[src/core/scfg_pkg.sv]
// Operation
// - only 16-bit instructions; length select bit resets to one, host keeps it
// - soft reset bit at one restores all other registers to defaults
// - bit order zero: shift msb first, address decrements across bytes
// - bit order one: shift lsb first, address increments across bytes
// - pin mode zero: reads on the shared data pin, output pin floats
// - pin mode one: reads on the dedicated output pin, writes on shared pin
// - read-only 8-bit variant identification register; writes ignored
// - readback select zero returns buffer register contents
// - readback select one returns active register contents
package scfg_pkg;
  localparam int ADDR_W = 13;
  localparam int INSTR_LEN = 16;
  // register offsets
  localparam logic [12:0] ADR_PORT_CFG = 13'h000;
  localparam logic [12:0] ADR_VARIANT_ID = 13'h003;
  localparam logic [12:0] ADR_READBACK_SEL = 13'h004;
  localparam logic [12:0] ADR_OSC_DIV = 13'h1e0;
  localparam logic [12:0] ADR_CLK_IN_SEL = 13'h1e1;
  localparam logic [12:0] ADR_PWRDN_SYNC = 13'h230;
  localparam logic [12:0] ADR_SYS_SPARE = 13'h231;
  localparam logic [12:0] ADR_COMMIT = 13'h232;
  // reset values
  localparam logic [7:0] RST_PORT_CFG = 8'h18;
  localparam logic [7:0] RST_READBACK_SEL = 8'h00;
  localparam logic [7:0] RST_OSC_DIV = 8'h02;
  localparam logic [7:0] RST_CLK_IN_SEL = 8'h00;
  localparam logic [7:0] RST_PWRDN_SYNC = 8'h00;
  // field positions
  localparam int BIT_PIN_MODE = 0;
  localparam int BIT_LSB_FIRST = 1;
  localparam int BIT_SOFT_RST = 2;
  localparam int BIT_LONG_INSTR = 3;
  localparam int BIT_RB_ACTIVE = 0;
  localparam int BIT_COMMIT = 0;
  // instruction fields
  localparam int INS_RD = 15;
  localparam int INS_LEN_HI = 14;
  localparam int INS_LEN_LO = 13;
  localparam logic [1:0] LEN_STREAM = 2'h3;
  // arbitrary variant code, not any real part
  localparam logic [7:0] VARIANT_ID_DEF = 8'h5a;

  typedef enum logic [1:0] {
    ST_IDLE = 2'b00,
    ST_INSTR = 2'b01,
    ST_DATA = 2'b10,
    ST_DONE = 2'b11
  } scfg_state_type;
endpackage

[src/core/scfg_sync.sv]
`timescale 1ns/1ps
`default_nettype none
module scfg_sync (
  input wire logic CLK_I,     // system clock
  input wire logic RST_N_I,   // sync reset, active low
  input wire logic sclk_i,    // serial clock pin
  input wire logic cs_n_i,    // chip select pin, active low
  input wire logic sdio_i,    // shared data pin level
  output logic cs_n_o,        // synchronised select
  output logic sdio_o,        // synchronised data
  output logic rise_o,        // serial clock rising edge pulse
  output logic fall_o         // serial clock falling edge pulse
);
  logic [2:0] meta_r, meta_nxt;
  logic [2:0] sync_r, sync_nxt;
  logic sclk_d_r, sclk_d_nxt;

  // two flops per pin, plus a third on the serial clock for edge detect; the first stage never feeds logic
  always_comb begin
    meta_nxt = {sclk_i, cs_n_i, sdio_i};
    sync_nxt = meta_r;
    sclk_d_nxt = sync_r[2];
  end

  always_ff @(posedge CLK_I) begin
    if (!RST_N_I) begin
      // reset to the idle pin levels so no false clock edge follows reset
      meta_r <= 3'h2;
      sync_r <= 3'h2;
      sclk_d_r <= 1'b0;
    end else begin
      meta_r <= meta_nxt;
      sync_r <= sync_nxt;
      sclk_d_r <= sclk_d_nxt;
    end
  end

  assign cs_n_o = sync_r[1];
  assign sdio_o = sync_r[0];
  assign rise_o = sync_r[2] & ~sclk_d_r;
  assign fall_o = ~sync_r[2] & sclk_d_r;
endmodule
`default_nettype wire

[src/core/scfg_port.sv]
`timescale 1ns/1ps
`default_nettype none
module scfg_port (
  input wire logic CLK_I,       // system clock, 50 MHz
  input wire logic RST_N_I,     // sync reset, active low
  input wire logic SCLK_I,      // serial clock from host
  input wire logic CS_N_I,      // chip select, active low
  input wire logic SDIO_I,      // shared data pin, input side
  output logic SDIO_O,          // shared data pin, output value
  output logic SDIO_OE_O,       // shared data pin drive enable
  output logic SDO_O,           // dedicated read out pin value
  output logic SDO_OE_O,        // dedicated read out pin enable
  output logic [7:0] OSC_DIV_O, // active oscillator divide ratio
  output logic [7:0] CLK_IN_O,  // active clock input select/power
  output logic [7:0] PWRDN_O    // active power-down and sync
);
  logic cs_n_s, sdio_s, sclk_rise, sclk_fall;

  scfg_sync u_sync (
    .CLK_I(CLK_I),
    .RST_N_I(RST_N_I),
    .sclk_i(SCLK_I),
    .cs_n_i(CS_N_I),
    .sdio_i(SDIO_I),
    .cs_n_o(cs_n_s),
    .sdio_o(sdio_s),
    .rise_o(sclk_rise),
    .fall_o(sclk_fall)
  );

  scfg_pkg::scfg_state_type state_r, state_nxt;
  logic [15:0] sh_r, sh_nxt;
  logic [3:0] cnt_r, cnt_nxt;
  logic [2:0] bcnt_r, bcnt_nxt;
  logic rd_r, rd_nxt;
  logic [1:0] len_r, len_nxt;
  logic [1:0] bidx_r, bidx_nxt;
  logic [12:0] addr_r, addr_nxt;
  logic [7:0] tx_r, tx_nxt;
  logic out_r, out_nxt;
  logic oe_r, oe_nxt;
  logic [7:0] pcfg_r, pcfg_nxt;
  logic [7:0] rbsel_r, rbsel_nxt;
  logic [7:0] bdiv_r, bdiv_nxt, bclk_r, bclk_nxt, bpwr_r, bpwr_nxt;
  logic [7:0] adiv_r, adiv_nxt, aclk_r, aclk_nxt, apwr_r, apwr_nxt;
  logic commit_r, commit_nxt;
  logic lsb_first;
  logic [15:0] ins;
  logic [7:0] rx;

  // next address in a multi-byte transfer
  function automatic logic [12:0] step_addr(input logic [12:0] a,
                                            input logic lsb);
    step_addr = lsb ? 13'(a + 13'h001) : 13'(a - 13'h001);
  endfunction

  // register read view, buffered or active copy
  function automatic logic [7:0] rd_byte(input logic [12:0] a,
      input logic act, input logic [7:0] pc, input logic [7:0] rb,
      input logic [7:0] bd, input logic [7:0] bc, input logic [7:0] bp,
      input logic [7:0] ad, input logic [7:0] ac, input logic [7:0] ap,
      input logic cm);
    case (a)
      scfg_pkg::ADR_PORT_CFG: rd_byte = pc;
      scfg_pkg::ADR_VARIANT_ID: rd_byte = scfg_pkg::VARIANT_ID_DEF;
      scfg_pkg::ADR_READBACK_SEL: rd_byte = rb;
      scfg_pkg::ADR_OSC_DIV: rd_byte = act ? ad : bd;
      scfg_pkg::ADR_CLK_IN_SEL: rd_byte = act ? ac : bc;
      scfg_pkg::ADR_PWRDN_SYNC: rd_byte = act ? ap : bp;
      scfg_pkg::ADR_COMMIT: rd_byte = {7'h00, cm};
      default: rd_byte = 8'h00; // spare and unmapped read zero
    endcase
  endfunction

  assign lsb_first = pcfg_r[scfg_pkg::BIT_LSB_FIRST];

  // serial engine and register bank
  always_comb begin
    state_nxt = state_r;
    sh_nxt = sh_r;
    cnt_nxt = cnt_r;
    bcnt_nxt = bcnt_r;
    rd_nxt = rd_r;
    len_nxt = len_r;
    bidx_nxt = bidx_r;
    addr_nxt = addr_r;
    tx_nxt = tx_r;
    out_nxt = out_r;
    oe_nxt = oe_r;
    pcfg_nxt = pcfg_r;
    rbsel_nxt = rbsel_r;
    bdiv_nxt = bdiv_r;
    bclk_nxt = bclk_r;
    bpwr_nxt = bpwr_r;
    adiv_nxt = adiv_r;
    aclk_nxt = aclk_r;
    apwr_nxt = apwr_r;
    commit_nxt = 1'b0; // self-clearing one cycle after a write
    // bits enter at the end chosen by the bit order
    ins = lsb_first ? {sdio_s, sh_r[15:1]} : {sh_r[14:0], sdio_s};
    rx = lsb_first ? {sdio_s, sh_r[7:1]} : {sh_r[6:0], sdio_s};
    if (commit_r) begin
      adiv_nxt = bdiv_r;
      aclk_nxt = bclk_r;
      apwr_nxt = bpwr_r;
    end
    if (cs_n_s) begin
      state_nxt = scfg_pkg::ST_IDLE;
      oe_nxt = 1'b0;
      cnt_nxt = 4'h0;
    end else begin
      unique case (state_r)
        scfg_pkg::ST_IDLE: begin
          state_nxt = scfg_pkg::ST_INSTR;
          cnt_nxt = 4'h0;
        end
        scfg_pkg::ST_INSTR: begin
          // always a 16-bit instruction, whatever the length bit says
          if (sclk_rise) begin
            sh_nxt = ins;
            cnt_nxt = 4'(cnt_r + 4'h1);
            if (cnt_r == 4'(scfg_pkg::INSTR_LEN - 1)) begin
              state_nxt = scfg_pkg::ST_DATA;
              rd_nxt = ins[scfg_pkg::INS_RD];
              len_nxt = ins[scfg_pkg::INS_LEN_HI:scfg_pkg::INS_LEN_LO];
              addr_nxt = ins[12:0];
              bcnt_nxt = 3'h0;
              bidx_nxt = 2'h0;
              tx_nxt = rd_byte(ins[12:0], rbsel_r[scfg_pkg::BIT_RB_ACTIVE],
                pcfg_r, rbsel_r, bdiv_r, bclk_r, bpwr_r, adiv_r, aclk_r,
                apwr_r, commit_r);
            end
          end
        end
        scfg_pkg::ST_DATA: begin
          if (sclk_fall && rd_r) begin
            out_nxt = lsb_first ? tx_r[bcnt_r] : tx_r[3'(7 - bcnt_r)];
            oe_nxt = 1'b1;
          end
          if (sclk_rise) begin
            sh_nxt = {8'h00, rx};
            bcnt_nxt = 3'(bcnt_r + 3'h1);
            if (bcnt_r == 3'h7) begin
              if (!rd_r) begin
                unique case (addr_r)
                  scfg_pkg::ADR_PORT_CFG: pcfg_nxt = rx;
                  scfg_pkg::ADR_READBACK_SEL: rbsel_nxt = rx;
                  scfg_pkg::ADR_OSC_DIV: bdiv_nxt = rx;
                  scfg_pkg::ADR_CLK_IN_SEL: bclk_nxt = rx;
                  scfg_pkg::ADR_PWRDN_SYNC: bpwr_nxt = rx;
                  scfg_pkg::ADR_COMMIT:
                    commit_nxt = rx[scfg_pkg::BIT_COMMIT];
                  default: ; // identification is read-only
                endcase
              end
              addr_nxt = step_addr(addr_r, lsb_first);
              bidx_nxt = 2'(bidx_r + 2'h1);
              tx_nxt = rd_byte(step_addr(addr_r, lsb_first),
                rbsel_r[scfg_pkg::BIT_RB_ACTIVE], pcfg_r, rbsel_r, bdiv_r,
                bclk_r, bpwr_r, adiv_r, aclk_r, apwr_r, commit_r);
              if (len_r != scfg_pkg::LEN_STREAM && bidx_r == len_r) begin
                state_nxt = scfg_pkg::ST_DONE;
              end
            end
          end
        end
        scfg_pkg::ST_DONE: begin
          // extra clocks past the byte count are ignored
          if (sclk_fall) begin
            oe_nxt = 1'b0;
          end
        end
      endcase
    end
    // soft reset holds every other register at its default
    if (pcfg_nxt[scfg_pkg::BIT_SOFT_RST]) begin
      rbsel_nxt = scfg_pkg::RST_READBACK_SEL;
      bdiv_nxt = scfg_pkg::RST_OSC_DIV;
      bclk_nxt = scfg_pkg::RST_CLK_IN_SEL;
      bpwr_nxt = scfg_pkg::RST_PWRDN_SYNC;
      adiv_nxt = scfg_pkg::RST_OSC_DIV;
      aclk_nxt = scfg_pkg::RST_CLK_IN_SEL;
      apwr_nxt = scfg_pkg::RST_PWRDN_SYNC;
      commit_nxt = 1'b0;
    end
  end

  always_ff @(posedge CLK_I) begin
    if (!RST_N_I) begin
      state_r <= scfg_pkg::ST_IDLE;
      sh_r <= 16'h0000;
      cnt_r <= 4'h0;
      bcnt_r <= 3'h0;
      rd_r <= 1'b0;
      len_r <= 2'h0;
      bidx_r <= 2'h0;
      addr_r <= 13'h0000;
      tx_r <= 8'h00;
      out_r <= 1'b0;
      oe_r <= 1'b0;
      pcfg_r <= scfg_pkg::RST_PORT_CFG; // long instruction set
      rbsel_r <= scfg_pkg::RST_READBACK_SEL;
      bdiv_r <= scfg_pkg::RST_OSC_DIV;
      bclk_r <= scfg_pkg::RST_CLK_IN_SEL;
      bpwr_r <= scfg_pkg::RST_PWRDN_SYNC;
      adiv_r <= scfg_pkg::RST_OSC_DIV;
      aclk_r <= scfg_pkg::RST_CLK_IN_SEL;
      apwr_r <= scfg_pkg::RST_PWRDN_SYNC;
      commit_r <= 1'b0;
      SDIO_O <= 1'b0;
      SDIO_OE_O <= 1'b0;
      SDO_O <= 1'b0;
      SDO_OE_O <= 1'b0;
      OSC_DIV_O <= scfg_pkg::RST_OSC_DIV;
      CLK_IN_O <= scfg_pkg::RST_CLK_IN_SEL;
      PWRDN_O <= scfg_pkg::RST_PWRDN_SYNC;
    end else begin
      state_r <= state_nxt;
      sh_r <= sh_nxt;
      cnt_r <= cnt_nxt;
      bcnt_r <= bcnt_nxt;
      rd_r <= rd_nxt;
      len_r <= len_nxt;
      bidx_r <= bidx_nxt;
      addr_r <= addr_nxt;
      tx_r <= tx_nxt;
      out_r <= out_nxt;
      oe_r <= oe_nxt;
      pcfg_r <= pcfg_nxt;
      rbsel_r <= rbsel_nxt;
      bdiv_r <= bdiv_nxt;
      bclk_r <= bclk_nxt;
      bpwr_r <= bpwr_nxt;
      adiv_r <= adiv_nxt;
      aclk_r <= aclk_nxt;
      apwr_r <= apwr_nxt;
      commit_r <= commit_nxt;
      // pins lag the engine by one cycle, still well inside a half period
      SDIO_O <= out_r;
      SDIO_OE_O <= oe_r & ~pcfg_r[scfg_pkg::BIT_PIN_MODE];
      SDO_O <= out_r;
      SDO_OE_O <= oe_r & pcfg_r[scfg_pkg::BIT_PIN_MODE];
      OSC_DIV_O <= adiv_r;
      CLK_IN_O <= aclk_r;
      PWRDN_O <= apwr_r;
    end
  end
endmodule
`default_nettype wire

[config.mk]
export PLATFORM = sky130hd
export DESIGN_NAME = scfg_port
export DESIGN_NICKNAME = d
export VERILOG_FILES = /design/src/core/scfg_pkg.sv /design/src/core/scfg_sync.sv /design/src/core/scfg_port.sv
export SDC_FILE = /design/constraint.sdc
export NUM_CORES = 1
export LEC_CHECK = 0
export ABC_CLOCK_PERIOD_IN_PS = 4800
export BUFFER_PORTS_ARGS = -buffer_cell sky130_fd_sc_hd__buf_2
export CAP_MARGIN = 10
export CORE_MARGIN = 2
export CORE_UTILIZATION = 45
export DETAILED_ROUTE_END_ITERATION = 12
export SETUP_SLACK_MARGIN = 0.3
export SLEW_MARGIN = 20
export SYNTH_ARGS = -nofsm -noshare
export SYNTH_HDL_FRONTEND = slang
export SYNTH_SLANG_ARGS = --single-unit
[constraint.sdc]
create_clock -name CLK_I -period 4.8 [get_ports CLK_I]
set_input_delay 1.44 -clock CLK_I [delete_from_list [all_inputs] [get_ports CLK_I]]
set_output_delay 1.44 -clock CLK_I [all_outputs]
set_load 0.03 [all_outputs]
==> flow_summary.json <==
{
  "r2r_end": "tx_r[0]",
  "die_h_um": 135,
  "required_ns": 5.17,
  "grt-ovfl-total": 0,
  "core_box_area_sq_um": 17100,
  "clock_tree_skew_after_final_layout_ns": 0.0127,
  "diodes": 0,
  "fin_crit_ns": 4.15,
  "detailedPlacementHpwl_mm": 15.2,
  "cts_hold_buffers": 0,
  "grtUsageTotal_pct": 23.8,
  "reg_top3": "sh_r: 16 flops, addr_r: 13 flops",
  "async_reset_ff_share_pct": 0,
  "clock_insertion_delay_at_the_later_pin_of_the_skew_report_ns": 0.43,
  "synth_warnings": 0,
  "netlist_instances": 884,
  "synth-compound-area-share_pct": 19.6,
  "h-tree-depth": 4,
  "rows": 48,
  "seq_area_frac_synth_pct": 39.2,
  "synth-edff-count": 0,
  "synth.area.mux_share_pct": 10.8,
  "totalNegativeSetupSlack_ns": 0,
  "number_of_antenna_violations_at_the_first_check_in_global_routing": 0,
  "min_path_type": "reg2reg",
  "global_route_wire_length_before_repair_mm": 33.7,
  "synth_top_cells_by_count": "152 x sky130_fd_sc_hd__dfxtp_1, 136 x sky130_fd_sc_hd__nor2_1, 55 x sky130_fd_sc_hd__a21oi_1, 53 x sky130_fd_sc_hd__a211oi_1, 53 x sky130_fd_sc_hd__nand2_1",
  "dieArea_sq_um": 18300,
  "synth.ff_latch_count": 152,
  "finalCoreUtilization_pct": 51.4,
  "cts_max_path_buffers": 2,
  "synth.most_common_cell": "sky130_fd_sc_hd__dfxtp_1",
  "die_width_um": 135,
  "crit_fanout": 15,
  "crit_path_kind": "reg2reg",
  "routed_wl_mm": 21.2,
  "max_freq_mhz": 241,
  "detailroute.via_count": 6810,
  "final_min_period_over_clock_period_pct": 86.4,
  "final_hold_viol_count": 0,
  "synth_largest_type_area_fraction_pct": 39.2,
  "routed_via_density": 5.98,
  "share_of_cells_above_drive_strength_1_pct": 14.3,
  "worst-endpoint-arrival_ns": 4.52,
  "storage_element_area_sq_um": 3040,
  "cp-end-kind": "register",
  "synth_top_area_cell": "sky130_fd_sc_hd__dfxtp_1",
  "synth_area_leaders": "sky130_fd_sc_hd__dfxtp_1 39%, sky130_fd_sc_hd__nor2_1 6.6%, sky130_fd_sc_hd__mux2i_1 6.4%, sky130_fd_sc_hd__a211oi_1 5.1%, sky130_fd_sc_hd__ha_1 3.7%",
  "timing.reg2reg.worst_path_depth": 11,
  "power.ir.vdd_worst_mv": 0.244,
  "synthDistinctLibCells": 75,
  "ys_dominant_reg_cell": "sky130_fd_sc_hd__dfxtp_1",
  "avgRoutedWirePerCell_um": 18.6,
  "top_level_ports": 33,
  "synth_xor_area_share_pct": 1.35,
  "finish.net_count": 930,
  "hold_path_startpoint": "u_sync.meta_r[1]",
  "post-cts-setup-buffers": 0,
  "timing.rr.start": "pcfg_r[1]",
  "hold_path_depth": 1,
  "ff2ff_setup_slack_ns": 0.65,
  "post_synth_fa_ha_maj_area_fraction_pct": 3.96,
  "largest_register_ff_count": 16,
  "status": "finished, final reports clean",
  "first_global_vias": 6210,
  "register_with_the_most_flip_flops": "sh_r",
  "grt_setup_unrepaired": "no",
  "synthSimpleGateAreaFrac_pct": 21.8,
  "post_synth_instance_area_sq_um": 7770,
  "holdPathEnd": "u_sync.sync_r[1]",
  "max_slew.worst_pin.slew_ns": 1.04,
  "cts_tree": "built",
  "numPortBuffers": 32,
  "violation_count_after_the_first_detailed_routing_iteration": 529,
  "dominant_combinational_cell_family_by_area_after_synthesis": "simple AND/OR/NAND/NOR gates",
  "multi_input_area_sq_um": 4470,
  "cts-resized-gates": 0,
  "cts.sink_count": 152,
  "cts.reportedPaths.clkPinSlew_ns": 0.06,
  "nFillCells": 1630,
  "timing.critical_path.from_type": "register",
  "syn_area_per_cell_sq_um": 8.79,
  "clock-root-buffer": "sky130_fd_sc_hd__clkbuf_16",
  "drcViolationCount": 0,
  "pwr_density_cell_nw_per_um2": 312,
  "finalWeightedCongestion": 0.993,
  "timing.slew.headroom_pct": 30.3,
  "largest_net_degree_at_the_start_of_global_routing": 55,
  "setup_viol_count_final": 0,
  "area_delta_synth_final_pct": 12.9,
  "initial_cell_density_of_the_core_pct": 45.5,
  "postSynthNetCount": 913,
  "power_leakage_nw": 3.14,
  "cts_buffers": 17,
  "first_pass_iters": 8,
  "ant_nets": 0,
  "final_max_slew_viol_count": 0,
  "maxCapViolCount": 0
}
## per-layer routing
layer	share of wire, %	GRT usage [%]	vias up
li1	-	-	3292
met1	45	31.0	3220
met2	46	38.2	238
met3	5.5	4.56	60
met4	3.8	10.9	0
met5	0	0	-
## cell usage in the layout, fill, tap and decap left out, drive strengths merged, types with 14 or more instances in the layout
| cell type | instances |
|---|---|
| nor2 | 136 |
| o21ai | 24 |
| inv | 18 |
| dfxtp | 152 |
| buf | 50 |
| mux2 | 18 |
| a21oi | 55 |
| nor4 | 16 |
| nand2 | 53 |
| ha | 23 |
| nor3 | 29 |
| nand3 | 15 |
| and2 | 35 |
| mux2i | 50 |
| clkbuf | 20 |
| a22oi | 14 |
| a211oi | 54 |
## cell families after synthesis
| kind of cell | count (synthesis) |
|---|---|
| compound gates | 214 |
| xor+xnor | 12 |
| fa+ha+maj | 24 |
| buf+inv | 67 |
| flops | 152 |
| mux | 74 |
| simple gates | 341 |
## layout make-up
cell class	count	area share, %
Tap cell	225	3.21
Timing Repair Buffer	50	3.37
Inverter	15	0.642
Clock buffer	20	5.21
Sequential cell	152	34.7
Multi-Input combinational cell	665	51.0
Clock inverter	12	1.86
## report_power, final
part	switching, mW	total [mW]	leakage, nW	internal (mW)
clock network	0.556	1.41	0.304	0.855
registers	0.00342	1.27	1.23	1.26
logic	0.0389	0.0528	1.61	0.0138
total	0.598	2.73	3.14	2.13
## worst max path at each step
stage,start,endpoint,slack [ns],cells after the start
after CTS,pcfg_r[1],tx_r[0],0.68,11
after global placement,pcfg_r[1],tx_r[4],0.81,11
after detailed placement,pcfg_r[1],tx_r[0],0.69,11
final,pcfg_r[1],tx_r[0],0.65,11
after floorplan,pcfg_r[1],tx_r[2],1.21,11
after global routing,pcfg_r[1],tx_r[0],0.33,11
## worst max-delay path, cell delays in order (launching register included)
cell	delay (ns)
sky130_fd_sc_hd__dfxtp_1	0.31
sky130_fd_sc_hd__inv_1	0.45
sky130_fd_sc_hd__ha_1	0.47
sky130_fd_sc_hd__a211oi_1	0.48
sky130_fd_sc_hd__or4b_2	0.20
sky130_fd_sc_hd__o311a_1	0.15
sky130_fd_sc_hd__o2111ai_1	0.32
sky130_fd_sc_hd__or3_4	0.53
sky130_fd_sc_hd__nor4_2	0.56
sky130_fd_sc_hd__a31oi_1	0.09
sky130_fd_sc_hd__a31oi_1	0.35
sky130_fd_sc_hd__a21o_1	0.17
## metrics by stage
stage / std cells / instance area [sq um] / hold slack, ns / setup slack, ns / power (mW)
finish: 1139 / 8770 / 0.399 / 0.651 / 2.73
floorplan: 884 / 7770 / 0.386 / 1.21 / 1.33
global placement: 1107 / 8140 / 0.390 / 0.808 / 1.35
CTS: 1139 / 8760 / 0.411 / 0.679 / 2.76
detailed placement: 1107 / 8140 / 0.400 / 0.688 / 1.35
global route: 1139 / 8770 / 0.415 / 0.330 / 2.82
No activity file was read; power rests on OpenSTA's default activity.
